$ cat src/rtl/irq_intake_pkg.sv
package irq_intake_pkg;
  localparam int unsigned ADDR_DATA_W     = 64;
  localparam int unsigned HW_IRQ_COUNT    = 5;
  localparam int unsigned SW_IRQ_COUNT    = 2;
  localparam int unsigned TARGET_LSB      = 60;
  localparam int unsigned TARGET_COUNT    = 4;
  localparam int unsigned WR_EN_LSB       = 16;
  localparam int unsigned VALUE_LSB       = 0;
  localparam int unsigned CAUSE_HW_LSB    = 10;
  localparam int unsigned CAUSE_SW_LSB    = 8;
  localparam int unsigned CAUSE_TIMER_BIT = 15;
  localparam int unsigned CAUSE_W         = 16;
  localparam int unsigned COUNTER_W       = 32;
  localparam logic [4:0]  HW_IRQ_RESET    = 5'h00;
  localparam logic [1:0]  SW_IRQ_RESET    = 2'h0;
  // agent apb register offsets
  localparam logic [7:0]  OFS_CMD         = 8'h00;
  localparam logic [7:0]  OFS_TARGET      = 8'h04;
  localparam logic [7:0]  OFS_WR_EN       = 8'h08;
  localparam logic [7:0]  OFS_VALUE       = 8'h0c;
  localparam logic [7:0]  OFS_NMI         = 8'h10;
  localparam logic [7:0]  OFS_STATUS      = 8'h14;
  localparam logic [7:0]  OFS_IRQ_STAT    = 8'h18;
  localparam logic [7:0]  OFS_IRQ_MASK    = 8'h1c;
  localparam int unsigned IRQ_EV_SENT     = 0;
  localparam int unsigned IRQ_EV_NMI_DONE = 1;
endpackage : irq_intake_pkg

$ cat src/rtl/irq_intake_if.sv
`timescale 1ns/1ns
interface irq_intake_if;
  logic [63:0] system_addr_data_bus;
  logic        int_req_valid;
  logic        nonmaskable_irq_n;
  modport device (
    input system_addr_data_bus,
    input int_req_valid,
    input nonmaskable_irq_n
  );
  modport agent (
    output system_addr_data_bus,
    output int_req_valid,
    output nonmaskable_irq_n
  );
endinterface : irq_intake_if

$ cat src/rtl/irq_intake_device.sv
`timescale 1ns/1ns
module irq_intake_device #(
  parameter logic [1:0] DEVICE_NUMBER = 2'h0
) (
  // clock and reset
  input  wire logic        i_clk_sys,
  input  wire logic        i_reset,
  input  wire logic        i_soft_reset,
  // link
  irq_intake_if.device     link,
  // cop0 software write
  input  wire logic        i_cop0_move_write,
  input  wire logic [1:0]  i_sw_irq_value,
  // timer sources
  input  wire logic        i_count_eq_compare,
  input  wire logic [1:0]  i_perf_overflow,
  input  wire logic        i_timer_clear,
  // status
  output logic [15:0]      o_cause_ip,
  output logic             o_nmi_posted
);
  localparam int unsigned HW = irq_intake_pkg::HW_IRQ_COUNT;
  localparam int unsigned SW = irq_intake_pkg::SW_IRQ_COUNT;

  // the cause fields must not overlap, nor the link write enables and target field
  if (irq_intake_pkg::CAUSE_HW_LSB + HW > irq_intake_pkg::CAUSE_TIMER_BIT)
  begin : g_bad_hw_field
    $error("hw field overlaps the timer bit");
  end
  if (irq_intake_pkg::CAUSE_SW_LSB + SW > irq_intake_pkg::CAUSE_HW_LSB)
  begin : g_bad_sw_field
    $error("sw field overlaps the hw field");
  end
  if (irq_intake_pkg::WR_EN_LSB + HW > irq_intake_pkg::TARGET_LSB)
  begin : g_bad_enable_field
    $error("write enables overlap the target field");
  end
  if (32'(DEVICE_NUMBER) >= irq_intake_pkg::TARGET_COUNT)
  begin : g_bad_device_number
    $error("device number has no target bit");
  end

  logic [HW-1:0] hw_irq_reg;
  logic [HW-1:0] hw_irq_next;
  logic [HW-1:0] hw_bit_new;
  logic [1:0]    sw_irq_reg;
  logic [1:0]    sw_irq_next;
  logic          timer_reg;
  logic          timer_next;
  logic          targeted;
  logic [HW-1:0] wr_en;
  logic [HW-1:0] wr_val;

  // device number picks target bit 60+n
  assign targeted = link.int_req_valid & link.system_addr_data_bus[
    irq_intake_pkg::TARGET_LSB + 32'(DEVICE_NUMBER)];
  assign wr_en  = link.system_addr_data_bus[
    irq_intake_pkg::WR_EN_LSB +: HW];
  assign wr_val = link.system_addr_data_bus[
    irq_intake_pkg::VALUE_LSB +: HW];

  // a bit moves only when targeted and enabled
  for (genvar g = 0; g < HW; g++)
  begin : g_hw_bit
    assign hw_bit_new[g] = (targeted & wr_en[g]) ? wr_val[g] : hw_irq_reg[g];
  end

  // hardware interrupt bits
  always_comb
  begin
    hw_irq_next = hw_bit_new;
    // soft reset clears hw bits too
    if (i_soft_reset)
      hw_irq_next = irq_intake_pkg::HW_IRQ_RESET;
  end

  always_ff @(posedge i_clk_sys or posedge i_reset)
  begin
    if (i_reset)
      hw_irq_reg <= irq_intake_pkg::HW_IRQ_RESET;
    else
      hw_irq_reg <= hw_irq_next;
  end

  // software interrupt bits
  always_comb
  begin
    sw_irq_next = sw_irq_reg;
    if (i_cop0_move_write)
      sw_irq_next = i_sw_irq_value;
  end

  always_ff @(posedge i_clk_sys or posedge i_reset)
  begin
    if (i_reset)
      sw_irq_reg <= irq_intake_pkg::SW_IRQ_RESET;
    else
      sw_irq_reg <= sw_irq_next;
  end

  // timer bit
  always_comb
  begin
    // set wins over clear
    timer_next = (timer_reg & ~i_timer_clear) | i_count_eq_compare |
                 (|i_perf_overflow);
  end

  always_ff @(posedge i_clk_sys or posedge i_reset)
  begin
    if (i_reset)
      timer_reg <= 1'b0;
    else
      timer_reg <= timer_next;
  end

  // cause layout
  always_comb
  begin
    o_cause_ip = '0;
    o_cause_ip[irq_intake_pkg::CAUSE_HW_LSB +: HW] = hw_irq_reg;
    o_cause_ip[irq_intake_pkg::CAUSE_SW_LSB +: 2]  = sw_irq_reg;
    o_cause_ip[irq_intake_pkg::CAUSE_TIMER_BIT]    = timer_reg;
  end

  nmi_edge_detect u_nmi (
    .i_clk_sys (i_clk_sys),
    .i_reset   (i_reset),
    .i_line_n  (link.nonmaskable_irq_n),
    .o_posted  (o_nmi_posted)
  );
endmodule : irq_intake_device

$ cat src/rtl/nmi_edge_detect.sv
`timescale 1ns/1ns
module nmi_edge_detect (
  // clock and reset
  input  wire logic i_clk_sys,
  input  wire logic i_reset,
  // line
  input  wire logic i_line_n,
  // event
  output logic      o_posted
);
  logic armed_reg;
  logic armed_next;

  // re-arms only after the line is seen negated
  always_comb
  begin
    armed_next = ~i_line_n ? 1'b0 : 1'b1;
  end

  always_ff @(posedge i_clk_sys or posedge i_reset)
  begin
    if (i_reset)
      armed_reg <= 1'b1;
    else
      armed_reg <= armed_next;
  end

  // first cycle of assertion
  assign o_posted = armed_reg & ~i_line_n;
endmodule : nmi_edge_detect

$ cat src/flat_wrapper.sv
// flat-port wrapper written by rule: the top's interface ports become plain ports
module irq_intake_device_flat 
#(
  parameter logic [1:0] DEVICE_NUMBER = 2'h0
)
  (i_clk_sys, i_reset, i_soft_reset, i_cop0_move_write, i_sw_irq_value, i_count_eq_compare, i_perf_overflow, i_timer_clear, o_cause_ip, o_nmi_posted, link_system_addr_data_bus, link_int_req_valid, link_nonmaskable_irq_n);
  irq_intake_if link_i ();
  input  wire logic i_clk_sys;
  input  wire logic i_reset;
  input  wire logic i_soft_reset;
  input  wire logic i_cop0_move_write;
  input  wire logic [1:0] i_sw_irq_value;
  input  wire logic i_count_eq_compare;
  input  wire logic [1:0] i_perf_overflow;
  input  wire logic i_timer_clear;
  output logic [15:0] o_cause_ip;
  output logic o_nmi_posted;
  input wire logic [$bits(link_i.system_addr_data_bus)-1:0] link_system_addr_data_bus;
  input wire logic [$bits(link_i.int_req_valid)-1:0] link_int_req_valid;
  input wire logic [$bits(link_i.nonmaskable_irq_n)-1:0] link_nonmaskable_irq_n;
  assign link_i.system_addr_data_bus = link_system_addr_data_bus;
  assign link_i.int_req_valid = link_int_req_valid;
  assign link_i.nonmaskable_irq_n = link_nonmaskable_irq_n;
  irq_intake_device #(.DEVICE_NUMBER(DEVICE_NUMBER)) u_core (.i_clk_sys(i_clk_sys), .i_reset(i_reset), .i_soft_reset(i_soft_reset), .link(link_i), .i_cop0_move_write(i_cop0_move_write), .i_sw_irq_value(i_sw_irq_value), .i_count_eq_compare(i_count_eq_compare), .i_perf_overflow(i_perf_overflow), .i_timer_clear(i_timer_clear), .o_cause_ip(o_cause_ip), .o_nmi_posted(o_nmi_posted));
endmodule
$ cat config.mk
export PLATFORM = sky130hd
export DESIGN_NAME = irq_intake_device_flat
export DESIGN_NICKNAME = d
export VERILOG_FILES = /design/src/rtl/irq_intake_pkg.sv /design/src/rtl/irq_intake_if.sv /design/src/rtl/irq_intake_device.sv /design/src/rtl/nmi_edge_detect.sv /design/src/flat_wrapper.sv
export SDC_FILE = /design/constraint.sdc
export NUM_CORES = 1
export LEC_CHECK = 0
export BUFFER_PORTS_ARGS = -buffer_cell sky130_fd_sc_hd__buf_2
export CAP_MARGIN = 10
export CORE_UTILIZATION = 26
export DETAILED_ROUTE_END_ITERATION = 6
export PLACE_DENSITY = 0.82
export SLEW_MARGIN = 0
export SYNTH_ARGS = -nofsm -noshare
export SYNTH_HDL_FRONTEND = slang
export SYNTH_SLANG_ARGS = --single-unit
$ cat constraint.sdc
create_clock -name i_clk_sys -period 1.24 [get_ports i_clk_sys]
set_input_delay 0.062 -clock i_clk_sys [delete_from_list [all_inputs] [get_ports i_clk_sys]]
set_output_delay 0.062 -clock i_clk_sys [all_outputs]
set_load 0.02 [all_outputs]
==> key figures, run 1 <==
Routing
  – DRT antenna net count: 0
  – # DRC: 0
  – DR pass1 iterations: 2
  – Total routed wirelength: 930 um
  – DR WL/cell: about 8.7 um
  – Vias: about 430
  – 1st-iter DRT viols: 1
  – Routed vias/inst: roughly 4.0

Worst setup path
  – CP delay by family, top: flip-flops
  – Crit path launch: u_core.u_nmi.armed_reg
  – Crit-path slowest cell: dfstp_2
  – Crit path depth: 2
  – RR Endpoint: u_core.sw_irq_reg[1]
  – Reg2Reg Setup Slack: between 0.4 and 0.5 ns
  – Crit start category: flip-flop
  – CP bufs+invs: 1
  – Worst Path Required: approximately 1.2 ns
  – Worst Setup End Kind: primary output
  – CP Cell Sequence: nor2b_1, buf_2
  – Crit path arrival time: approximately 1.0 ns
  – Critical Path Max Stage Delay: ~0.51 ns
  – Worst R2R Start: u_core.sw_irq_reg[1]
  – Reg2Reg Depth: 1
  – Setup CP Type: flip-flop to primary output
  – Max FO, Critical Path: 1

CTS
  – Clock latency on the worst-skew pair: about 0.25 ns
  – Num Clock Sinks: 9
  – Cts bufs inserted: 3
  – CTS tree: done
  – CTS max path bufs: 2
  – # H-tree levels: 1
  – CTS root buf: clkbuf_4
  – Clock Pin Slew Worst Setup and Hold Paths: 0.06 ns

Global route
  – Initial antenna violation count: 0
  – Vias in the first global route: 383
  – Largest net degree at the start of global routing: 11
  – Gr usage total: 9.91%
  – GRT overflow: 0
  – First-pass GRT wire length: 1.39 mm
  – Met3 usage: ~4.8%
  – Layer with the highest usage: met2
  – M1 GR Usage: under 10%
  – Met2 usage: about a fifth

Yosys
  – Number of distinct library cells after synthesis: 12
  – Cells after Synth: 46
  – Mapped Area: 482 um2
  – Register area share after synthesis: between 40% and 50%
  – Synth top area share: around 42%
  – Cell taking the most area after synthesis: dfrtp_1
  – Seq cells post-synth: 9
  – Synth top area cells: dfrtp_1 42%, buf_4 14%, nand2b_1 13%, mux2i_1 10%, dfstp_2 5.5%
  – Synth warn: 0
  – Avg Cell Area, Syn: ~10 um2

Layout
  – Layout net count: approximately 160
  – FILL cells: 180
  – Final Cell Area: slightly below 700 um2
  – Layout area overhead: 41.8%
  – Non-Filler Instances: approximately 110
  – Share of post-route cells with drive strength above 1: between 40% and 50%
  – Most common cell after layout, fill and taps aside: buf_2
  – Max FFs per register: 5
  – Most frequent cells in the layout: 31 x buf_2, 10 x nand2b_1, 8 x conb_1, 8 x dfrtp_1
  – Ant. Diodes: 0

Flow run
  – MaxCap Viol Count: 0

Min path
  – Worst Hold End: u_core.sw_irq_reg[0]
  – Min-delay worst type: primary input to flip-flop
  – Hold Crit Depth: 2
  – Hold path start: i_sw_irq_value[0]

STA
  – Final setup vio count: 0
  – Min Clock Period, post-route: between 1 and 1.5 ns
  – Fmax achieved: between 900 and 1000 MHz
  – Hold Fails Final Rpt: 0
  – Post-Route Skew: 0 ns
  – Setup TNS: 0 ns
  – Period utilization: about 90%
  – Max-slew violations: 0
  – RSZ-0062 raised after global routing: no

Die
  – Initial Utilization: around 28%
  – Core area: between 1500 and 2000 um2
  – Overall die width: 45.0 um
  – IO Pins: 93
  – Std cell rows: 15
  – Die area: approximately 2000 um2
  – Die Ht: 45.0 um

Pwr
  – VDD IR-drop max: around 0.64 mV
  – PD cells: 990 nW/um2
  – LEAKAGE: ~0.39 nW
  – Overall power: 0.677 mW

Place
  – Inst Count DP: 100
  – Placed instance area: about 630 um2
  – RePlAce Congestion: 0.711
  – Final HPWL DP: roughly 800 um
  – Number of port buffers: 31

Run status
  – Status: finished clean
==> cells by family after synthesis <==
kind of cell | after synthesis | share of synthesized area (%)
AND/OR/NAND/NOR | 17 | 20.5
buffers and inverters | 11 | 15.6
flip-flops | 9 | 47.0
multiplexers | 7 | 15.1
AO/OA/AOI/OAI | 1 | 1.04
other | 1 | 0.778
==> cell type report <==
class	instances	area (um2)	area share [%]
repair buffers	34	185	27.1
well taps	25	31.3	4.58
inverters	2	7.51	1.10
clock buffers	4	26.3	3.85
flip-flops and latches	9	226	33.2
multi-input cells	33	206	30.2
==> how the worst max path moves through the flow <==
stage,slack [ns],endpoint
after floorplan,0.36,o_nmi_posted
after global placement,0.42,o_nmi_posted
after detailed placement,0.41,o_nmi_posted
after CTS,0.12,o_nmi_posted
after global routing,0.09,o_nmi_posted
final,0.14,o_nmi_posted
==> what timing repair did <==
item,4_1_cts,5_1_grt
hold buffers,3,0
hold endpoints to repair,10,0
buffers inserted,0,0
endpoints found under the setup margin,0,0
resized for setup,0,0
==> metal layers <==
metal,part of all wire [%],vias to the layer above
met4,0,0
li1,-,204
met3,10,0
met1,37,197
met5,0,-
met2,53,32
==> synthesized netlist by cell type <==
cell type / count
nand2b_1: 10
buf_4: 9
dfrtp_1: 8
mux2i_1: 5
nand3_1: 5
inv_1: 2
mux2_1: 2
conb_1: 1
dfstp_2: 1
nor2b_1: 1
nor3_1: 1
o21ai_1: 1
==> through the flow <==
stage          setup WS, ns  utilization (%)  hold slack [ns]
6_report              0.142             39.6           0.0235
5_1_grt              0.0901             39.6           0.0148
4_1_cts               0.120             39.6           0.0110
3_5_place_dp          0.413             36.3           0.0550
3_3_place_gp          0.417             36.3           0.0320
2_1_floorplan         0.357                -           -0.111
==> report_power, final <==
group / internal (mW) / switching [mW]
registers: 0.309 / 0.00660
clock network: 0.124 / 0.0997
logic: 0.0593 / 0.0777
total: 0.493 / 0.184
No activity file was read; power rests on OpenSTA's default activity.
==> run 2, diff against run 1 <==
- CTS_CLUSTER_DIAMETER: unset -> 120
- RECOVER_POWER: unset -> 25
==> run 2 against run 1 <==
Worst setup slack hardly changed. Critical endpoint unchanged. Clock power about the same. Count of clock-buffer cells in the layout unchanged.
==> key figures, run 2 (synthesized netlist as in run 1, its figures left out) <==
Global route
  – Initial antenna violation count: 0 (unchanged)
  – GRT overflow: 0 (unchanged)
  – Gr usage total: 9.91% (unchanged)
  – Largest net degree at the start of global routing: 11 (unchanged)
  – Vias in the first global route: 383 (unchanged)
  – First-pass GRT wire length: 1.39 mm (unchanged)

Worst setup path
  – Max FO, Critical Path: 1 (unchanged)
  – Setup CP Type: flip-flop to primary output (unchanged)
  – CP delay by family, top: flip-flops (unchanged)
  – Worst Path Required: 1.18 ns (about the same)
  – Crit path arrival time: 1.04 ns (about the same)
  – Critical Path Max Stage Delay: 0.51 ns (about the same)
  – CP Cell Sequence: nor2b_1, buf_2 (unchanged)
  – Crit start category: flip-flop (unchanged)
  – Crit-path slowest cell: dfstp_2 (unchanged)
  – CP bufs+invs: 1 (unchanged)
  – Worst Setup End Kind: primary output (unchanged)

CTS
  – CTS tree: done (unchanged)
  – CTS root buf: clkbuf_4 (unchanged)
  – Cts bufs inserted: 3 (unchanged)
  – CTS max path bufs: 2 (unchanged)
  – Clock Pin Slew Worst Setup and Hold Paths: 0.06 ns (about the same)
  – Post-CTS setup buffer count: 0 (unchanged)
  – Clock latency on the worst-skew pair: 0.25 ns (about the same)
  – Num Clock Sinks: 9 (unchanged)
  – # H-tree levels: 1 (unchanged)

Layout
  – Register area: 226 um2 (unchanged)
  – Most frequent cells in the layout: 30 x buf_2, 10 x nand2b_1, 8 x conb_1, 8 x dfrtp_1 (was 31 x buf_2, 10 x nand2b_1, 8 x conb_1, 8 x dfrtp_1)
  – Max FFs per register: 5 (unchanged)
  – Ant. Diodes: 0 (unchanged)
  – Layout net count: 159 (unchanged)
  – Most common cell after layout, fill and taps aside: buf_2 (unchanged)
  – Share of post-route cells with drive strength above 1: 41.5% (was 42.7%)
  – Layout area overhead: 41.6% (was 41.8%)
  – FILL cells: 181 (was 180)
  – Area of the multi-input gates: 206 um2 (unchanged)
  – Final Util: 39.5% (was 39.6%)

Routing
  – DR pass1 iterations: 2 (unchanged)
  – Vias: 432 (was 433)
  – # DRC: 0 (unchanged)
  – DR WL/cell: 8.67 um (was 8.69 um)
  – DRT antenna net count: 0 (unchanged)
  – Routed vias/inst: 4.04 (was 4.05)
  – Total routed wirelength: 928 um (was 930 um)
  – 1st-iter DRT viols: 1 (unchanged)

Flow run
  – MaxCap Viol Count: 0 (unchanged)

Die
  – Die area: 2030 um2 (unchanged)
  – Overall die width: 45.0 um (unchanged)
  – Initial Utilization: 27.9% (unchanged)
  – Die Ht: 45.0 um (unchanged)
  – Core area: 1730 um2 (unchanged)
  – Std cell rows: 15 (unchanged)
  – IO Pins: 93 (unchanged)

STA
  – Setup TNS: 0 ns (unchanged)
  – Final setup vio count: 0 (unchanged)
  – RSZ-0062 raised after global routing: no (unchanged)
  – Hold Fails Final Rpt: 0 (unchanged)
  – Min Clock Period, post-route: 1.10 ns (about the same)
  – Post-Route Skew: 0 ns (unchanged)
  – Worst Hold Slack: 0.0234 ns (was 0.0235 ns)
  – Period utilization: 88.6% (about the same)
  – Fmax achieved: 910 MHz (was 911 MHz)
  – Max-slew violations: 0 (unchanged)

Pwr
  – LEAKAGE: 0.386 nW (was 0.389 nW)
  – PD cells: 991 nW/um2 (was 990 nW/um2)
  – VDD IR-drop max: 0.637 mV (about the same)

Place
  – RePlAce Congestion: 0.711 (unchanged)
  – Final HPWL DP: 777 um (unchanged)
  – Number of port buffers: 31 (unchanged)

Min path
  – Min-delay worst type: primary input to flip-flop (unchanged)

Run status
  – Status: finished clean (unchanged)
[run 2: cell count changes in the layout (fill, tap and decap cells not counted)]
cell | before | now
o21ai_1 | 1 | 0
clkbuf_1 | 1 | 2
buf_2 | 31 | 30
o21ai_0 | 0 | 1
[run 2: final cells by class]
cell class                      instances  area share (%)
Timing Repair Buffer                   34            27.0
Sequential cell                         9            33.2
Tap cell                               25            4.59
Inverter                                2            1.10
Clock buffer                            4            3.85
Multi-Input combinational cell         33            30.3
[run 2: path summary, 6_finish.rpt]
path                                              from                      to  slack (ns)  cells after the start
worst max-delay path            u_core.u_nmi.armed_reg            o_nmi_posted        0.14                      2
worst min-delay path                i_perf_overflow[0]        u_core.timer_reg        0.02                      3
worst max register to register    u_core.sw_irq_reg[1]    u_core.sw_irq_reg[1]        0.47                      1
worst min register to register    u_core.sw_irq_reg[0]    u_core.sw_irq_reg[0]        0.49                      1
max in group asynchronous                      i_reset  u_core.u_nmi.armed_reg        0.63                      3
min in group asynchronous                      i_reset    u_core.hw_irq_reg[1]        0.31                      3
[run 2: report_power, final]
part / switching (mW) / internal [mW] / total, mW
registers: 0.00660 / 0.309 / 0.316
clock network: 0.0997 / 0.124 / 0.224
logic: 0.0775 / 0.0588 / 0.136
[run 2: per-stage QoR]
stage                     setup slack [ns]  power [mW]  area (um2)  cells
after floorplan                      0.357       0.412         508     53
after global placement               0.417       0.448         627    100
after detailed placement             0.413       0.453         627    100
after CTS                            0.120       0.695         683    107
after global routing                0.0901       0.724         682    107
final                                0.142       0.676         682    107
[run 2: layer usage]
| metal | wire length (um) | vias to the layer above | GRT usage (%) |
|---|---|---|---|
| met5 | 0 | - | 0 |
| met3 | 95 | 0 | 4.80 |
| met1 | 345 | 196 | 8.59 |
| li1 | - | 204 | - |
| met4 | 0 | 0 | 1.82 |
| met2 | 487 | 32 | 20.0 |
[run 2: timing repair]
action | CTS | global route
gates resized for setup | 0 | 0
hold buffers | 3 | 0
endpoints found under the hold margin | 10 | 0
==> run 3, diff against run 2 <==
- CORE_UTILIZATION: 26 -> 27
- PLACE_DENSITY: 0.82 -> 0.84
- SYNTH_HIERARCHICAL: unset -> 1
==> run 3 against run 2 <==
Area after synthesis grew 2.3%. Sequential power about the same. Largest power group unchanged. Register-to-register slack worse by 0.39 ns. Worst setup slack got worse by 0.075 ns. Clock skew is the same.
==> key figures, run 3 <==
Min path
  – Min-delay worst type: primary input to flip-flop (unchanged)

CTS
  – CTS tree: done (unchanged)
  – Post-CTS setup buffer count: 0 (unchanged)
  – CTS root buf: clkbuf_4 (unchanged)
  – Cts bufs inserted: 3 (unchanged)
  – Num Clock Sinks: 9 (unchanged)
  – Clock Pin Slew Worst Setup and Hold Paths: 0.06 ns (about the same)
  – Clock latency on the worst-skew pair: 0.25 ns (about the same)
  – # H-tree levels: 1 (unchanged)
  – CTS max path bufs: 2 (unchanged)

Global route
  – Gr usage total: 10.3% (was 9.91%)
  – GRT overflow: 0 (unchanged)
  – First-pass GRT wire length: 1.47 mm (was 1.39 mm)
  – Vias in the first global route: 399 (was 383)
  – Initial antenna violation count: 0 (unchanged)
  – Largest net degree at the start of global routing: 11 (unchanged)

Place
  – Number of port buffers: 31 (unchanged)
  – Placed instance area: 638 um2 (was 627 um2)
  – RePlAce Congestion: 0.731 (was 0.711)
  – Final HPWL DP: 803 um (was 777 um)
  – Dpl ws: 0.410 ns (was 0.413 ns)

Worst setup path
  – CP bufs+invs: 3 (was 1)
  – Crit start category: primary input (was flip-flop)
  – Crit path arrival time: 1.37 ns (was 1.04 ns)
  – Critical Path Max Stage Delay: 0.55 ns (was 0.51 ns)
  – Most Frequent Cell on Critical Path: dlygate4sd3_1
  – CP delay by family, top: buffers and inverters (was flip-flops)
  – Worst Setup End Kind: flip-flop (was primary output)
  – Setup CP Type: primary input to flip-flop (was flip-flop to primary output)
  – Crit-path slowest cell: dlygate4sd3_1 (was dfstp_2)
  – Max FO, Critical Path: 1 (unchanged)
  – Worst Path Required: 1.43 ns (was 1.18 ns)
  – CP Cell Sequence: dlygate4sd3_1, buf_2, o21ai_1, dlygate4sd3_1 (was nor2b_1, buf_2)

Routing
  – Total routed wirelength: 1.00 mm (was 928 um)
  – DR pass1 iterations: 3 (was 2)
  – DRT antenna net count: 0 (unchanged)
  – # DRC: 0 (unchanged)
  – Vias: 433 (was 432)
  – Routed vias/inst: 3.97 (was 4.04)
  – DR WL/cell: 9.17 um (was 8.67 um)
  – 1st-iter DRT viols: 2 (was 1)

Run status
  – Status: finished clean (unchanged)

Pwr
  – LEAKAGE: 0.396 nW (was 0.386 nW)
  – Internal power: 0.495 mW (was 0.492 mW)
  – Comb power frac: 20.8% (was 20.2%)
  – Clock power frac: 32.9% (was 33.1%)
  – Psw: 0.186 mW (was 0.184 mW)
  – Switching fraction of total power: 27.3% (was 27.2%)
  – VDD IR-drop max: 0.656 mV (was 0.637 mV)
  – PD cells: 969 nW/um2 (was 991 nW/um2)
  – Reg power frac: 46.3% (was 46.7%)

Yosys
  – Most common cell in the netlist: nand2b_1 (unchanged)
  – Synth top cells by count: 10 x nand2b_1, 9 x buf_4, 8 x dfrtp_1 (unchanged)
  – Post-synth EDFFs: 0 (unchanged)
  – Synth top area share: 40.6% (was 41.6%)
  – Register area share after synthesis: 45.9% (was 47.0%)
  – Synth top area cells: dfrtp_1 41%, buf_4 14%, nand2b_1 13%, mux2i_1 10%, dfstp_2 5.3% (was dfrtp_1 42%, buf_4 14%, nand2b_1 13%, mux2i_1 10%, dfstp_2 5.5%)
  – Cells after Synth: 47 (was 46)
  – Mapped Area: 493 um2 (was 482 um2)
  – Number of distinct library cells after synthesis: 12 (unchanged)
  – Seq cells post-synth: 9 (unchanged)
  – Async set-reset flop share out of synthesis: 100% (unchanged)
  – Cell taking the most area after synthesis: dfrtp_1 (unchanged)
  – Ys flop type: dfrtp_1 (unchanged)
  – Synth warn: 6 (was 0)
  – Avg Cell Area, Syn: 10.5 um2 (about the same)

Die
  – IO Pins: 93 (unchanged)
  – Core area: 1730 um2 (unchanged)
  – Std cell rows: 15 (unchanged)
  – Die area: 2000 um2 (was 2030 um2)
  – Overall die width: 44.7 um (was 45.0 um)
  – Initial Utilization: 28.6% (was 27.9%)
  – Die Ht: 44.7 um (was 45.0 um)

STA
  – Final setup vio count: 0 (unchanged)
  – Hold Fails Final Rpt: 0 (unchanged)
  – Setup TNS: 0 ns (unchanged)
  – Post-Route Skew: 0 ns (unchanged)
  – Min Clock Period, post-route: 1.17 ns (was 1.10 ns)
  – Final setup margin: 0.0663 ns (was 0.142 ns)
  – RSZ-0062 raised after global routing: no (unchanged)
  – Max-slew violations: 0 (unchanged)
  – Period utilization: 94.7% (was 88.6%)
  – Fmax achieved: 852 MHz (was 910 MHz)

Layout
  – Layout area overhead: 42.4% (was 41.6%)
  – Area of the multi-input gates: 214 um2 (was 206 um2)
  – Register area: 226 um2 (unchanged)
  – Layout net count: 161 (was 159)
  – Ant. Diodes: 0 (unchanged)
  – FILL cells: 193 (was 181)
  – Max FFs per register: 5 (unchanged)
  – Most common cell after layout, fill and taps aside: buf_2 (unchanged)
  – Share of post-route cells with drive strength above 1: 40.5% (was 41.5%)
  – Final Cell Area: 702 um2 (was 682 um2)
  – Most frequent cells in the layout: 29 x buf_2, 10 x nand2b_1, 8 x conb_1, 8 x dfrtp_1 (was 30 x buf_2, 10 x nand2b_1, 8 x conb_1, 8 x dfrtp_1)

Flow run
  – MaxCap Viol Count: 0 (unchanged)
==> run 3: power by group through the flow <==
stage	Sequential, mW	Clock, mW	Combinational [mW]
final	0.315	0.224	0.141
after global routing	0.317	0.249	0.153
after CTS	0.316	0.235	0.144
after detailed placement	0.321	0	0.135
after global placement	0.321	0	0.132
after floorplan	0.336	0	0.0786
==> run 3: kinds of logic (layout without fill, tap and decap cells) <==
family                 count (synthesis)  in the layout  synth area share (%)
and+or+nand+nor                       17             17                  21.6
buffers and inverters                 12             42                  16.0
AOI/OAI and AO/OA                      1              1                  1.01
DFF                                    9              9                  45.9
other                                  1              8                 0.761
muxes                                  7              7                  14.7
==> run 3: worst paths after layout <==
check | cells past startpoint | slack, ns | from | endpoint
worst max-delay path | 4 | 0.07 | i_timer_clear | u_core/timer_reg
worst min-delay path | 2 | 0.02 | i_sw_irq_value[1] | u_core/sw_irq_reg[1]
worst max register to register | 3 | 0.08 | u_core/timer_reg | u_core/timer_reg
worst min register to register | 1 | 0.48 | u_core/sw_irq_reg[1] | u_core/sw_irq_reg[1]
max in group asynchronous | 3 | 0.71 | i_reset | u_core/hw_irq_reg[1]
min in group asynchronous | 3 | 0.30 | i_reset | u_core/timer_reg
==> run 3: what timing repair did <==
item,4_1_cts,5_1_grt
hold endpoints to repair,11,0
hold buffers,4,0
gates resized for setup,0,0
==> run 3: per-layer routing <==
metal,GRT usage [%],vias to the layer above,share of wire (%)
li1,-,208,-
met1,9.37,202,40
met2,20.0,23,52
met3,6.80,0,8.0
met4,0,0,0
met5,0,-,0
==> run 3: worst register-to-register path: stages (launching register included) <==
cell and delay (ns):
dfrtp_1 0.37, inv_1 0.06, o21ai_1 0.06, dlygate4sd3_1 0.55
==> run 3: cell type report <==
cell class              count  share of cell area, %
multi-input cells          33                   30.5
repair buffers             35                   27.5
flip-flops and latches      9                   32.3
well taps                  25                   4.46
inverters                   3                   1.60
clock buffers               4                   3.74
==> run 3: through the flow <==
step | utilization (%) | instances | hold slack, ns | power [mW]
after floorplan | - | 54 | -0.122 | 0.415
after global placement | 37.0 | 101 | 0.0344 | 0.452
after detailed placement | 37.0 | 101 | 0.0420 | 0.456
after CTS | 40.8 | 109 | 0.0160 | 0.695
after global routing | 40.7 | 109 | 0.00769 | 0.719
final | 40.7 | 109 | 0.0211 | 0.680
